## config.mk

```make
export PLATFORM = sky130hd
export DESIGN_NAME = sas_adc_seq
export DESIGN_NICKNAME = d
export VERILOG_FILES = /design/src/common/sas_pkg.sv /design/src/rtl/sas_tick_gen.sv /design/src/rtl/sas_adc_seq.sv
export SDC_FILE = /design/constraint.sdc
export NUM_CORES = 1
export LEC_CHECK = 0
export BUFFER_PORTS_ARGS = -buffer_cell sky130_fd_sc_hd__clkbuf_2
export CAP_MARGIN = 40
export CORE_UTILIZATION = 53
export DETAILED_ROUTE_END_ITERATION = 8
export PLACE_DENSITY = 0.76
export SYNTH_ARGS = -nofsm -noshare
export SYNTH_HDL_FRONTEND = slang
export SYNTH_HIERARCHICAL = 1
export SYNTH_SLANG_ARGS = --single-unit
```

## constraint.sdc

```tcl
create_clock -name ref_clk -period 2.3 [get_ports ref_clk]
set_input_delay 0.115 -clock ref_clk [delete_from_list [all_inputs] [get_ports ref_clk]]
set_output_delay 0.115 -clock ref_clk [all_outputs]
set_load 0.005 [all_outputs]
```

## src/common/sas_pkg.sv

```systemverilog
package sas_pkg;

  // ---------------------------------------------------------------
  // register bus carrier
  // ---------------------------------------------------------------
  typedef struct packed {
    logic [7:0] addr;
    logic [7:0] wdata;
    logic       wr;
    logic       rd;
  } sas_bus_req_s;

  // ---------------------------------------------------------------
  // register offsets
  // ---------------------------------------------------------------
  localparam logic [7:0] SAS_OFS_CTRL0 = 8'h00;
  localparam logic [7:0] SAS_OFS_CTRL2 = 8'h02;
  localparam logic [7:0] SAS_OFS_RESH = 8'h03;
  localparam logic [7:0] SAS_OFS_RESL = 8'h04;
  localparam logic [7:0] SAS_OFS_FLAG = 8'h05;

  // ---------------------------------------------------------------
  // field positions and reset values
  // ---------------------------------------------------------------
  localparam int SAS_BIT_ENABLE = 0;
  localparam int SAS_BIT_START = 1;
  localparam int SAS_BIT_DONE = 0;
  localparam int SAS_BIT_IRQ_EN = 1;
  localparam int SAS_POS_CLKSEL = 0;
  localparam int SAS_POS_ACQ = 3;
  localparam logic [2:0] SAS_RST_ACQ = 3'h0;
  localparam logic [2:0] SAS_RST_CLKSEL = 3'h0;

  // ---------------------------------------------------------------
  // timing
  // ---------------------------------------------------------------
  localparam int SAS_CLK_MHZ = 200;
  localparam int SAS_TCY_NS = 20;
  localparam int SAS_TCY_CYC = (SAS_TCY_NS * SAS_CLK_MHZ + 999) / 1000;
  localparam int SAS_RC_TAD_NS = 1200;
  localparam int SAS_RC_DIV = (SAS_RC_TAD_NS * SAS_CLK_MHZ + 999) / 1000;
  localparam int SAS_CONV_TADS = 11;
  localparam int SAS_RES_BITS = 10;
  localparam int SAS_WAIT_TADS = 2;

  // ---------------------------------------------------------------
  // sequencer states
  // ---------------------------------------------------------------
  typedef enum logic [2:0] {
    SAS_ST_IDLE = 3'b000,
    SAS_ST_ACQ = 3'b001,
    SAS_ST_DELAY = 3'b010,
    SAS_ST_CONV = 3'b011,
    SAS_ST_WAIT = 3'b100
  } sas_state_e;

  // conversion clock divide decode
  function automatic logic [7:0] sas_div_f(input logic [2:0] sel);
    case (sel)
      3'h0: sas_div_f = 8'h02;
      3'h4: sas_div_f = 8'h04;
      3'h1: sas_div_f = 8'h08;
      3'h5: sas_div_f = 8'h10;
      3'h2: sas_div_f = 8'h20;
      3'h6: sas_div_f = 8'h40;
      default: sas_div_f = 8'(SAS_RC_DIV);
    endcase
  endfunction

  // acquisition length decode in conversion clock periods
  function automatic logic [4:0] sas_acq_f(input logic [2:0] sel);
    case (sel)
      3'h1: sas_acq_f = 5'h02;
      3'h2: sas_acq_f = 5'h04;
      3'h3: sas_acq_f = 5'h06;
      3'h4: sas_acq_f = 5'h08;
      3'h5: sas_acq_f = 5'h0C;
      3'h6: sas_acq_f = 5'h10;
      3'h7: sas_acq_f = 5'h14;
      default: sas_acq_f = 5'h00;
    endcase
  endfunction

endpackage

```

## src/rtl/sas_tick_gen.sv

```systemverilog
`timescale 1ns/1ps
`default_nettype none
module sas_tick_gen
  import sas_pkg::*;
(
  input wire logic ref_clk,
  input wire logic rst,
  input wire logic [2:0] clk_sel,
  output logic tick
);

  logic [7:0] cnt_r;
  logic [7:0] div_w;

  assign div_w = sas_div_f(clk_sel);

  // divider, one pulse per conversion clock period
  always_ff @(posedge ref_clk or posedge rst) begin
    if (rst) begin
      cnt_r <= 8'h00;
      tick <= 1'b0;
    end else if (cnt_r >= div_w - 8'h01) begin
      cnt_r <= 8'h00;
      tick <= 1'b1;
    end else begin
      cnt_r <= cnt_r + 8'h01;
      tick <= 1'b0;
    end
  end
endmodule
`default_nettype wire

```

## src/rtl/sas_adc_seq.sv

```systemverilog
// Our own choices: the register addresses and the address-and-strobe port.
`timescale 1ns/1ps
`default_nettype none
// Overview of operation
// - result pair not reset at power-on
// - nonzero acquisition field delays conversion start
// - zero field stops sampling immediately
// - completion clears start, sets flag, resamples
// - no phase status; start held throughout
// - conversion lasts eleven conversion clock periods
// - clock select decodes divider or RC
// - two periods wait before next acquisition
// - zero mode delays conversion one instruction
// - sampling switch opens when conversion starts
// - clearing start aborts, result kept
// - reset turns module off, aborts conversion
module sas_adc_seq
  import sas_pkg::*;
(
  input wire logic ref_clk,
  input wire logic rst,
  input wire sas_bus_req_s bus_req,
  output logic [7:0] rd_data,
  input wire logic cmp_in,
  output logic sample_en,
  output logic [9:0] dac_code,
  output logic conv_done_flag
);

  // ---------------------------------------------------------------
  // state
  // ---------------------------------------------------------------
  sas_state_e state_r;
  logic enable_r;
  logic start_r;
  logic irq_en_r;
  logic [2:0] acq_field_r;
  logic [2:0] clk_sel_r;
  logic [9:0] result_r;
  logic [9:0] trial_r;
  logic [9:0] trial_nxt;
  logic [4:0] cnt_r;
  logic [3:0] bit_cnt_r;
  logic tick;
  logic [4:0] acq_len;

  // ---------------------------------------------------------------
  // bus decode
  // ---------------------------------------------------------------
  logic wr_ctrl0;
  logic wr_ctrl2;
  logic wr_resh;
  logic wr_resl;
  logic wr_flag;
  logic conv_end;
  logic sw_stop;
  logic active;

  assign wr_ctrl0 = bus_req.wr && bus_req.addr == SAS_OFS_CTRL0;
  assign wr_ctrl2 = bus_req.wr && bus_req.addr == SAS_OFS_CTRL2;
  assign wr_resh = bus_req.wr && bus_req.addr == SAS_OFS_RESH;
  assign wr_resl = bus_req.wr && bus_req.addr == SAS_OFS_RESL;
  assign wr_flag = bus_req.wr && bus_req.addr == SAS_OFS_FLAG;
  assign acq_len = sas_acq_f(acq_field_r);
  // last period of the conversion
  assign conv_end = state_r == SAS_ST_CONV && tick && bit_cnt_r == 4'(SAS_RES_BITS);
  assign active = state_r == SAS_ST_ACQ || state_r == SAS_ST_DELAY || state_r == SAS_ST_CONV;
  // software dropping start or enable during a run
  assign sw_stop = active && wr_ctrl0 &&
    (!bus_req.wdata[SAS_BIT_START] || !bus_req.wdata[SAS_BIT_ENABLE]);

  // one successive approximation step
  function automatic logic [9:0] sar_step_f(input logic [9:0] code, input logic [3:0] idx,
                                            input logic keep);
    logic [9:0] mask;
    mask = 10'h200 >> idx;
    sar_step_f = (code & ~(keep ? 10'h000 : mask)) | (mask >> 1);
  endfunction

  assign trial_nxt = sar_step_f(trial_r, bit_cnt_r, cmp_in);

  // ---------------------------------------------------------------
  // conversion clock
  // ---------------------------------------------------------------
  sas_tick_gen u_tick (
    .ref_clk(ref_clk),
    .rst(rst),
    .clk_sel(clk_sel_r),
    .tick(tick)
  );

  // ---------------------------------------------------------------
  // control registers
  // ---------------------------------------------------------------
  // enable and configuration fields
  always_ff @(posedge ref_clk or posedge rst) begin
    if (rst) begin
      enable_r <= 1'b0;
      acq_field_r <= SAS_RST_ACQ;
      clk_sel_r <= SAS_RST_CLKSEL;
      irq_en_r <= 1'b0;
    end else begin
      if (wr_ctrl0) begin
        enable_r <= bus_req.wdata[SAS_BIT_ENABLE];
      end
      if (wr_ctrl2) begin
        acq_field_r <= bus_req.wdata[SAS_POS_ACQ +: 3];
        clk_sel_r <= bus_req.wdata[SAS_POS_CLKSEL +: 3];
      end
      if (wr_flag) begin
        irq_en_r <= bus_req.wdata[SAS_BIT_IRQ_EN];
      end
    end
  end

  // start bit, held through acquisition and conversion
  always_ff @(posedge ref_clk or posedge rst) begin
    if (rst) begin
      start_r <= 1'b0;
    end else if (conv_end) begin
      start_r <= 1'b0;
    end else if (wr_ctrl0) begin
      start_r <= bus_req.wdata[SAS_BIT_START] && bus_req.wdata[SAS_BIT_ENABLE] && enable_r;
    end else if (!enable_r) begin
      start_r <= 1'b0;
    end
  end

  // completion flag, hardware set wins over software clear
  always_ff @(posedge ref_clk or posedge rst) begin
    if (rst) begin
      conv_done_flag <= 1'b0;
    end else if (conv_end && !sw_stop) begin
      conv_done_flag <= 1'b1;
    end else if (wr_flag) begin
      conv_done_flag <= bus_req.wdata[SAS_BIT_DONE];
    end
  end

  // result pair, deliberately without reset
  always_ff @(posedge ref_clk) begin
    if (conv_end && !sw_stop) begin
      result_r <= trial_r;
    end else begin
      if (wr_resh) begin
        result_r[9:8] <= bus_req.wdata[1:0];
      end
      if (wr_resl) begin
        result_r[7:0] <= bus_req.wdata;
      end
    end
  end

  // ---------------------------------------------------------------
  // sequencer
  // ---------------------------------------------------------------
  // sampling, acquisition, conversion and recovery wait
  always_ff @(posedge ref_clk or posedge rst) begin
    if (rst) begin
      state_r <= SAS_ST_IDLE;
      cnt_r <= 5'h00;
      bit_cnt_r <= 4'h0;
      trial_r <= 10'h000;
    end else if (!enable_r && state_r != SAS_ST_WAIT) begin
      state_r <= SAS_ST_IDLE;
      cnt_r <= 5'h00;
    end else if (sw_stop) begin
      state_r <= SAS_ST_WAIT;
      cnt_r <= 5'h00;
    end else begin
      case (state_r)
        SAS_ST_IDLE: begin
          cnt_r <= 5'h00;
          // park the trial code so the first compare sees midscale
          trial_r <= 10'h200;
          if (start_r) begin
            if (acq_len != 5'h00) begin
              state_r <= SAS_ST_ACQ;
            end else begin
              state_r <= SAS_ST_DELAY;
            end
          end
        end
        SAS_ST_ACQ: begin
          if (tick) begin
            if (cnt_r == acq_len - 5'h01) begin
              state_r <= SAS_ST_CONV;
              cnt_r <= 5'h00;
              bit_cnt_r <= 4'h0;
              trial_r <= 10'h200;
            end else begin
              cnt_r <= cnt_r + 5'h01;
            end
          end
        end
        SAS_ST_DELAY: begin
          if (cnt_r == 5'(SAS_TCY_CYC - 1)) begin
            state_r <= SAS_ST_CONV;
            cnt_r <= 5'h00;
            bit_cnt_r <= 4'h0;
            trial_r <= 10'h200;
          end else begin
            cnt_r <= cnt_r + 5'h01;
          end
        end
        SAS_ST_CONV: begin
          if (tick) begin
            if (bit_cnt_r == 4'(SAS_RES_BITS)) begin
              state_r <= SAS_ST_WAIT;
              cnt_r <= 5'h00;
            end else begin
              trial_r <= trial_nxt;
              bit_cnt_r <= bit_cnt_r + 4'h1;
            end
          end
        end
        SAS_ST_WAIT: begin
          if (tick) begin
            if (cnt_r == 5'(SAS_WAIT_TADS - 1)) begin
              state_r <= SAS_ST_IDLE;
              cnt_r <= 5'h00;
            end else begin
              cnt_r <= cnt_r + 5'h01;
            end
          end
        end
        default: begin
          state_r <= SAS_ST_IDLE;
          cnt_r <= 5'h00;
        end
      endcase
    end
  end

  // ---------------------------------------------------------------
  // analog side outputs
  // ---------------------------------------------------------------
  // sampling switch closed only in sampling and acquisition
  always_ff @(posedge ref_clk or posedge rst) begin
    if (rst) begin
      sample_en <= 1'b0;
      dac_code <= 10'h000;
    end else begin
      sample_en <= enable_r && (state_r == SAS_ST_IDLE || (state_r == SAS_ST_ACQ && !sw_stop)) &&
                   !(state_r == SAS_ST_IDLE && start_r && acq_len == 5'h00);
      dac_code <= trial_r;
    end
  end

  // ---------------------------------------------------------------
  // read path, data in the cycle after the strobe
  // ---------------------------------------------------------------
  always_ff @(posedge ref_clk or posedge rst) begin
    if (rst) begin
      rd_data <= 8'h00;
    end else if (bus_req.rd) begin
      case (bus_req.addr)
        SAS_OFS_CTRL0: rd_data <= {6'h00, start_r, enable_r};
        SAS_OFS_CTRL2: rd_data <= {2'h0, acq_field_r, clk_sel_r};
        SAS_OFS_RESH: rd_data <= {6'h00, result_r[9:8]};
        SAS_OFS_RESL: rd_data <= result_r[7:0];
        SAS_OFS_FLAG: rd_data <= {6'h00, irq_en_r, conv_done_flag};
        default: rd_data <= 8'h00;
      endcase
    end else begin
      rd_data <= 8'h00;
    end
  end
endmodule
`default_nettype wire

```

# == Word-level counts from Yosys, hierarchy flattened ==
# Index checks and enable logic that the tools add are counted.
# totals
register_bits,70
inputBits,21
word_cells,158
# op_classes
n_addsub,5
n_lt_le_gt_ge,1
n_eq_ne,39
shift,1
mux,49
bitwise_logic,5
reduce_logical,41
# ops
op,count
$mux 10,7
$pmux 8 s6,1
$mux 5,9
$pmux 10 s4,1
$pmux 8 s5,1
$pmux 5 s7,1
$mux 3,10
$eq 3x3->1 const B,8
$mux 8,3
$reduce_and 8->1,3
$mux 4,5
$pmux 5 s4,1
$logic_and 1x1->1,18
$eq 8x2->1 const B,2
$eq 8x3->1 const B,2
$eq 3x2->1 const B,5
$pmux 3 s5,1
$ne 4x2->1 const B,3
$ne 4x4->1 const B,3
$pmux 4 s3,1
$and 10x10->10,1
$not 10->10,1
$or 10x9->10,1
$shr 10x4->10 const A,1
other kinds (29),52

# == Depth between registers and ports, before layout ==
# Gate-level depths: netlist of the first run.
# logic_depth
depth_word,10
ltp_mapped,9
depth_no_buf,9

# == By module ==
# The synthesis of the first run kept the hierarchy.
# by_module_without_submodules
mod,n_inst,cells_each,area_each_um2,seq_area_each_um2
sas_adc_seq,1,296,3166.8,1576.5
sas_tick_gen,1,66,635.6,225.2

# == Least setup slack after synthesis of the first run ==
# Ideal clock, no wire load.
# synth_path
path_type,register to register
start,"register, netlist name cnt_r[0]"
end,register bit_cnt_r[3]
arrival_time_ps,2217
required_ps,2166
path_slack_ps,-51
path_stages_with_launch,9
path_buffers,1
synth_period_minus_slack_ps,2351
cell_sequence,dfrtp_1 ha_1 or4b_1 mux2_2 a21oi_1 nand4b_1 clkbuf_1 o31ai_1 o31ai_1
# synth_rtl
element,line,source
to (signal assigned),sas_adc_seq.sv:213,bit_cnt_r <= bit_cnt_r + 4'h1;
to (decl),sas_adc_seq.sv:43,logic [3:0] bit_cnt_r;

# == Worst setup path in the final report of the first run ==
# layout_path
start,register clk_sel_r[0]
end,register u_tick.cnt_r[5]
# layout_via
elab_chain_len,5
word_cells_on_any_way,10
# layout_rtl
element,line,source
from (decl),sas_adc_seq.sv:38,logic [2:0] clk_sel_r;
from (signal assigned),sas_adc_seq.sv:108,clk_sel_r <= bus_req.wdata[SAS_POS_CLKSEL +: 3];
"$eq 3x3->1, or another cell as far along",sas_pkg.sv:59,case (sel)
$pmux 8 s6 *,sas_pkg.sv:59,
$sub 8x1->8 *,sas_tick_gen.sv:22,end else if (cnt_r >= div_w - 8'h01) begin
$ge 8x8->1 *,sas_tick_gen.sv:22,
$mux 8 *,sas_tick_gen.sv:22,
to (signal assigned),sas_tick_gen.sv:26,cnt_r <= cnt_r + 8'h01;
to (decl),sas_tick_gen.sv:12,logic [7:0] cnt_r;
# Mark *: on every way between the ends. The rest lies on a longest branch, timed or not.
# A chain may end at the register's enable or synchronous reset.

==> results of run 1 <==
-- what timing repair did --
| item | CTS | global route |
|---|---|---|
| endpoints found under the setup margin | 22 | 27 |
| hold endpoints to repair | 60 | 0 |
| buffers inserted | 2 | 7 |
| hold buffers | 1 | 0 |
| gates resized for setup | 6 | 53 |
| gates cloned | 1 | 1 |
| pin swaps | 1 | 19 |
-- logic make-up after synthesis --
kind of cell,Yosys count,share of synthesized area
simple gates,121,0.175
flops,70,0.474
xor+xnor,8,0.0184
fa+ha+maj,18,0.0592
mux,23,0.0661
compound gates,96,0.170
buf+inv,26,0.0375
-- metrics by stage --
step / power, mW / hold WS [ns] / util
after floorplan: 1.65 / -0.0571 / -
after global placement: 1.77 / 0.0870 / 0.628
after detailed placement: 1.79 / 0.0931 / 0.628
after CTS: 3.03 / 0.00617 / 0.671
after global routing: 3.29 / 0.0153 / 0.711
final: 3.17 / 0.0155 / 0.711
-- metal layers --
metal	GRT usage	vias to the layer above
li1	-	1518
met1	0.322	1560
met2	0.408	142
met3	0.0524	27
met4	0.112	0
met5	0	-
-- flip-flops by register name (all words and copies together) (netlist names), 4 cells and up --
signal and count:
cnt_r 5, rd_data 8, dac_code 10, bit_cnt_r 4, result_r 10, trial_r 10, u_tick/cnt_r 8
-- cell type report --
type	count	area [µm²]	area share
Clock buffer	9	124	0.0254
Multi-Input combinational cell	267	2090	0.427
Inverter	13	48.8	0.00999
Timing Repair Buffer	88	583	0.119
Clock inverter	7	120	0.0246
Tap cell	96	120	0.0246
Sequential cell	70	1800	0.369
-- cell usage in the layout, fill, tap and decap left out, types with 9 or more instances in the layout --
cell type	n
a21oi_1	10
a31oi_1	9
buf_4	44
clkbuf_2	40
clkbuf_8	9
dfrtp_1	59
edfxtp_1	10
ha_1	15
inv_1	12
mux2_2	16
nand2_1	26
nand3_1	10
nor2_1	25
o21ai_0	16
-- how the worst max path moves through the flow --
stage,from,depth (start not counted),endpoint,slack (ns)
floorplan,cnt_r[0],8,bit_cnt_r[3],0.02
global placement,cnt_r[0],8,trial_r[1],-0.05
detailed placement,clk_sel_r[1],7,u_tick/cnt_r[5],-0.13
CTS,clk_sel_r[1],8,u_tick/cnt_r[6],0.003
global route,clk_sel_r[0],8,u_tick/cnt_r[4],-0.11
finish,clk_sel_r[0],9,u_tick/cnt_r[5],-0.03
-- report_power, final --
| part | leakage (nW) | total [mW] | switching (mW) | internal [mW] |
|---|---|---|---|---|
| registers | 0.915 | 1.39 | 0.0715 | 1.32 |
| clock network | 0.120 | 1.22 | 0.498 | 0.726 |
| logic | 1.23 | 0.561 | 0.320 | 0.242 |
-- worst max-delay path, cell delays in order (launching register included) --
cell      delay [ns]
dfrtp_1         0.42
or3_4           0.40
ha_4            0.18
o21bai_1        0.20
a22oi_2         0.12
ha_1            0.36
nand2_2         0.12
nor2_4          0.05
buf_12          0.14
a221oi_4        0.25
==> results.cfg, run 1 <==
[synthesis]
ys_ff_latch = 70
syn_area_um2 = 3800
syn_nets = 401
yosysMostFrequentCell = dfrtp_1
avgSynthCellArea_um2 = 10.5
synth_area_leaders = dfrtp_1, edfxtp_1, ha_1
seq_area_frac_synth = 0.474
yosys.area.top_type = dfrtp_1
ys_types = 64
synthArstFlopShare = 0.857
synthDominantCellAreaShare = 0.395
synthFlopType = dfrtp_1
synth_warnings = 6
synthCells = 362
ys_top_cells_by_count = dfrtp_1, nand2_1, nor2_1
synth-edff-count = 10

[die]
die_h_um = 86.7
initial_core_util = 0.554
fp-row-count = 30
fp.dieW_um = 86.7
core-area_um2 = 6870
io_pins = 41
die-area_um2 = 7520

[sta]
finalCritPeriodShare = 1.01
grt_setup_unrepaired = true
setup_slack_ns = -0.0332
fin_skew_ns = 0.00876
fmax_ghz = 0.429
fin_tns_setup_ns = -0.117
slew_headroom = 0.565
setup_viol = 6
finalHoldViolCount = 0
finalCriticalPeriod_ns = 2.33
slew_violations = 0
tightest_slew_ns = 0.652

[min_path]
hold_class = in -> reg
hold_end = acq_field_r[0]
min_from = bus_req[5]
hold_depth = 2

[cts]
root_buffer = clkbuf_8
clk_pin_slew_ns = 0.08
cts_sinks = 70
cts_max_level = 3
cts_inserted_buffers = 9
clock_latency_ns = 0.35
clockBufferDepth = 2
cts_tree = built

[global_routing]
antenna_found_initial = 0
grt_pass1_wl_um = 14400
grt_overflow_total = 0
grt.total_usage = 0.250
grt_pass1_vias = 3063
grt_max_degree = 52

[detailed_routing]
wl_met3_um = 473
wirelength_um = 9430
wl_met2_um = 4730
routed.top_layer = met4
wl_per_cell_um = 17.1
drtPass1Iterations = 4
drtIter0Drc = 230
ant_nets = 0
vias_per_cell = 5.90
met1Wirelength_um = 3990
vias = 3247
post-route-drc-count = 0

[finish]
n_fill_cell = 476
final_cells = 550
num-nets-final = 488
fin_area_um2 = 4890
drive_above_1_share = 0.390
num_antenna_cells = 0
syn_to_final_growth_pct = 28.5

[critical_path]
rr_endpoint = u_tick/cnt_r[5]
crit_type = reg -> reg
worstPathArrival_ns = 2.58
r2r_setup_slack_ns = -0.03
path_max_fanout = 9
setup.worst_path.start_class = flop
required_ns = 2.55
end_kind = flop
r2r_cells = 9
rr_startpoint = clk_sel_r[0]

[placement]
hpwl_um = 6060
place_area_um2 = 4310
post-place-cells = 522
place_ws_ns = -0.131
port_buffers = 40
gp_congestion = 0.920

[flow_run]
cap_violations = 0

[power_and_ir_drop]
p_per_area_nw_per_um2 = 649
ir_drop_mv = 0.362
p_leak_nw = 2.26

[outcome]
status = finished, violations left
violations = setup timing
Power figures use the tool's default switching activity.
==> inputs of run 2 (changes only) <==
- CELL_PAD_IN_SITES_DETAIL_PLACEMENT: unset -> 0
- CELL_PAD_IN_SITES_GLOBAL_PLACEMENT: unset -> 1
- CORE_UTILIZATION: 53 -> 42
- PLACE_DENSITY: 0.76 -> unset
- PLACE_DENSITY_LB_ADDON: unset -> 0.1
==> run 2 against run 1 <==
Cell count grew 2.2%. Critical path depth unchanged. Die area increased by 26%. Largest cell class unchanged. First-iteration DRC count decreased by 54%. The flow still finishes with violations (setup timing). Largest power group unchanged.
==> results.cfg, run 2 (synthesis gave the netlist of run 1 again) <==
[outcome]
status = finished, violations left
violations = setup timing

[cts]
cts_tree = built
clk_pin_slew_ns = 0.08
cts_sinks = 70
cts_max_level = 3
clockBufferDepth = 2
clock_latency_ns = 0.36
cts_inserted_buffers = 9
root_buffer = clkbuf_8

[critical_path]
required_ns = 2.59
max_stage_delay_ns = 0.42
cp_cell_sequence = mux2i_1 > ha_2 > xor2_2 > xnor2_1 > a41o_2 > nand4b_1 > buf_4 > nor3b_1 > o22a_1
worstPathArrival_ns = 2.63
cpLargestDelayFamily = simple AND/OR/NAND/NOR gates
rr_endpoint = trial_r[1]
path_max_fanout = 13
crit_type = reg -> reg
r2r_setup_slack_ns = -0.04
r2r_cells = 9
cpMaxStageDelayCell = dfrtp_1
path_buf_inv = 1
setup.worst_path.start_class = flop
rr_startpoint = acq_field_r[2]
end_kind = flop

[sta]
finalCritPeriodShare = 1.02
setup_slack_ns = -0.0407
slew_headroom = 0.628
tightest_slew_ns = 0.557
fin_skew_ns = 0.0118
fmax_ghz = 0.427
setup_viol = 3
hold_ws_ns = 0.0180
slew_violations = 0
grt_setup_unrepaired = true
finalHoldViolCount = 0
finalCriticalPeriod_ns = 2.34

[detailed_routing]
drtPass1Iterations = 5
drtIter0Drc = 106
wirelength_um = 8890
post-route-drc-count = 0
wl_per_cell_um = 15.8
vias = 3072
ant_nets = 0
vias_per_cell = 5.47

[min_path]
min_from = bus_req[6]
hold_end = acq_field_r[1]
hold_class = in -> reg
hold_depth = 2

[power_and_ir_drop]
p_per_area_nw_per_um2 = 616
ir_drop_mv = 0.292
p_leak_nw = 2.22

[global_routing]
antenna_found_initial = 0
grt_pass1_wl_um = 14600
grt_overflow_total = 0
grt_pass1_vias = 3013
grt.total_usage = 0.196
grt_max_degree = 28

[die]
fp.dieW_um = 97.2
initial_core_util = 0.434
io_pins = 41
die-area_um2 = 9440
die_h_um = 97.2
fp-row-count = 34
core-area_um2 = 8760

[placement]
post-place-cells = 539
gp_congestion = 0.835
port_buffers = 40
hpwl_um = 6590

[finish]
final_cells = 562
mostFrequentLayoutCell = dfrtp_1
reg_top3 = dac_code x10, result_r x10, trial_r x10
drive_above_1_share = 0.359
utilization = 0.545
num-nets-final = 488
syn_to_final_growth_pct = 25.6
final_cell_mix = dfrtp_1, buf_4, clkbuf_2, nand2_1, nor2_1
n_fill_cell = 809
num_antenna_cells = 0

[flow_run]
cap_violations = 0
## run 2: changes by cell type in the layout (fill, tap and decap cells not counted), sizes merged
cell | previous run | this run
inv | 15 | 13
o21ai | 29 | 28
dlygate4sd3 | 1 | 2
bufinv | 3 | 2
clkinv | 1 | 4
## run 2: power breakdown
| group | switching [mW] | internal, mW | total (mW) |
|---|---|---|---|
| clock network | 0.495 | 0.613 | 1.11 |
| logic | 0.259 | 0.193 | 0.452 |
| registers | 0.0673 | 1.32 | 1.38 |
| total | 0.821 | 2.12 | 2.94 |
## run 2: per-stage QoR
step	TNS, ns	instance area [µm²]	power [mW]	setup slack (ns)
after global placement	-1.03	4360	1.79	-0.127
final	-0.0829	4780	2.94	-0.0407
after detailed placement	-1.66	4360	1.80	-0.144
after global routing	-1.45	4780	3.09	-0.161
after CTS	-0.0495	4640	2.94	-0.0210
after floorplan	0	3810	1.65	0.0161
## run 2: worst max-delay path by stage
stage	from	endpoint	depth (start not counted)
floorplan	cnt_r[0]	bit_cnt_r[3]	8
global placement	cnt_r[0]	trial_r[1]	8
detailed placement	cnt_r[0]	trial_r[1]	8
CTS	cnt_r[0]	trial_r[1]	8
global route	acq_field_r[2]	trial_r[1]	9
finish	acq_field_r[2]	trial_r[1]	9
## run 2: worst reg2reg max path, delay by kind of cell, from the launching register on
family / cells / cell delay (ns)
xor gates and xnor gates: 2 / 0.28
DFF: 1 / 0.42
adders and majority gates: 1 / 0.23
and+or+nand+nor: 2 / 0.44
buffers and inverters: 1 / 0.24
AOI/OAI and AO/OA: 2 / 0.42
muxes: 1 / 0.24
## run 2: per-layer routing
layer	vias to the layer above	track usage	part of all wire
met2	58	0.331	0.49
met3	9	0.0432	0.029
met5	-	0	0
met4	0	0.0574	0.010
met1	1483	0.253	0.47
li1	1522	-	-
## run 2: timing repair
item / CTS / global route
endpoints found under the hold margin: 35 / 0
resized for setup: 7 / 24
hold buffers: 2 / 0
pin swaps: 3 / 12
endpoints found under the setup margin: 21 / 25
setup buffers: 2 / 3
## run 2: final cells by class
class	instances	area, µm²	share of cell area
multi-input combinational	266	1990	0.417
timing repair buffer	89	577	0.121
inverter	13	48.8	0.0102
sequential	70	1800	0.377
clock buffer	9	124	0.0259
clock inverter	7	98.8	0.0207
tap	108	135	0.0283
==> inputs of run 3 (changes only) <==
- CELL_PAD_IN_SITES_DETAIL_PLACEMENT: 0 -> 2
- CELL_PAD_IN_SITES_GLOBAL_PLACEMENT: 1 -> 2
- CORE_UTILIZATION: 42 -> 35
- CTS_CLUSTER_DIAMETER: unset -> 120
==> run 3 against run 2 <==
The run now ends clean. Die area grew 20%. Worst setup slack gained 0.042 ns. Hold slack gained 0.0039 ns. Combinational power grew 28%. Clock power shrank 16%. Routed wire length grew 35%. Highest routed layer unchanged.
==> results.cfg, run 3 (synthesis gave the netlist of run 1 again) <==
[outcome]
status = finished, final reports clean

[power_and_ir_drop]
p_per_area_nw_per_um2 = 589
sw_frac_of_total = 0.309
p_clk_frac = 0.320
combinationalPowerShare = 0.198
internal_power_mw = 2.01
ir_drop_mv = 0.245
power.total_mw = 2.91
p_leak_nw = 2.26
p_seq_frac = 0.482
p_sw_mw = 0.899

[sta]
tightest_slew_ns = 0.703
fin_tns_setup_ns = 0
finalCritPeriodShare = 0.999
finalHoldViolCount = 0
slew_headroom = 0.532
fin_skew_ns = 0.00868
slew_violations = 0
setup_viol = 0
finalCriticalPeriod_ns = 2.30
hold_ws_ns = 0.0219
grt_setup_unrepaired = true
fmax_ghz = 0.435

[detailed_routing]
wl_per_cell_um = 20.1
drtIter0Drc = 95
vias_per_cell = 5.40
post-route-drc-count = 0
ant_nets = 0
wirelength_um = 12000
drtPass1Iterations = 4
vias = 3218

[finish]
reg_top3 = dac_code x10, result_r x10, trial_r x10
num-nets-final = 495
drive_above_1_share = 0.400
fin_area_um2 = 4940
final_cell_mix = dfrtp_1, buf_4, clkbuf_2, nand2_1, nor2_1
num_antenna_cells = 0
mostFrequentLayoutCell = dfrtp_1
syn_to_final_growth_pct = 30.0

[global_routing]
grt_max_degree = 52
grt.total_usage = 0.220
grt_pass1_vias = 3602
grt_pass1_wl_um = 18900
antenna_found_initial = 0
grt_overflow_total = 0

[cts]
cts_inserted_buffers = 9
clk_pin_slew_ns = 0.08
cts_tree = built
clock_latency_ns = 0.36
cts_max_level = 3
cts_sinks = 70
clockBufferDepth = 2
root_buffer = clkbuf_8

[critical_path]
path_max_fanout = 7
rr_startpoint = cnt_r[0]
crit_type = reg -> reg
cp_cell_sequence = ha_2 > or4b_4 > mux2_4 > a21oi_4 > nand4b_1 > buf_6 > or4_4 > nand2_2
worstPathArrival_ns = 2.60
r2r_setup_slack_ns = 0.001
setup.worst_path.start_class = flop
end_kind = flop
r2r_cells = 8
cpLargestDelayFamily = simple AND/OR/NAND/NOR gates
path_buf_inv = 1
rr_endpoint = trial_r[8]
cpMaxStageDelayCell = or4b_4
required_ns = 2.60
max_stage_delay_ns = 0.48
path_depth = 8

[die]
die_h_um = 106
io_pins = 41
fp-row-count = 37
initial_core_util = 0.365
fp.dieW_um = 106
die-area_um2 = 11300
core-area_um2 = 10400

[placement]
hpwl_um = 8610
gp_congestion = 0.818
place_area_um2 = 4460
port_buffers = 40

[min_path]
hold_end = acq_field_r[2]
min_from = bus_req[7]
hold_depth = 2
hold_class = in -> reg

[flow_run]
cap_violations = 0
run 3: power by group through the flow:
| stage | clock network, mW | logic, mW | registers, mW |
|---|---|---|---|
| after global routing | 1.00 | 0.631 | 1.41 |
| final | 0.930 | 0.577 | 1.40 |
| after floorplan | 0 | 0.265 | 1.39 |
| after CTS | 0.961 | 0.448 | 1.40 |
| after global placement | 0 | 0.387 | 1.41 |
| after detailed placement | 0 | 0.413 | 1.42 |
run 3: per-stage QoR:
step | cells | setup slack [ns] | utilization
2_1_floorplan | 362 | 0.0161 | -
3_3_place_gp | 574 | -0.0994 | 0.428
3_5_place_dp | 574 | -0.231 | 0.428
4_1_cts | 592 | -0.0271 | 0.456
5_1_grt | 596 | -0.0978 | 0.475
6_report | 596 | 0.00145 | 0.475
run 3: what timing repair did:
action,in CTS,in global routing
hold endpoints to repair,60,0
pin swaps,6,18
hold buffers,1,0
setup endpoints to repair,23,25
cloned,0,1
buffers inserted,2,3
gates resized for setup,28,34
run 3: worst max path at each step:
| stage | start | end | slack [ns] |
|---|---|---|---|
| after global routing | cnt_r[0] | trial_r[8] | -0.1 |
| after CTS | cnt_r[0] | trial_r[8] | -0.03 |
| after floorplan | cnt_r[0] | bit_cnt_r[3] | 0.02 |
| after detailed placement | clk_sel_r[0] | u_tick/cnt_r[2] | -0.23 |
| after global placement | cnt_r[0] | trial_r[8] | -0.1 |
| final | cnt_r[0] | trial_r[8] | 0.001 |
run 3: cell type report:
cell class | instances | area [µm²]
tap | 136 | 170
clock inverter | 3 | 20.0
timing repair buffer | 95 | 648
inverter | 13 | 48.8
multi-input combinational | 267 | 2100
fill | 1112 | 5470
clock buffer | 12 | 155
sequential | 70 | 1800
run 3: per-layer routing:
metal  up-vias  wire length (µm)  global-route usage
met1      1646              5510               0.284
met4         0               167              0.0833
li1       1524                 -                   -
met3        12               224              0.0258
met5         -                 0                   0
met2        36              6060               0.375
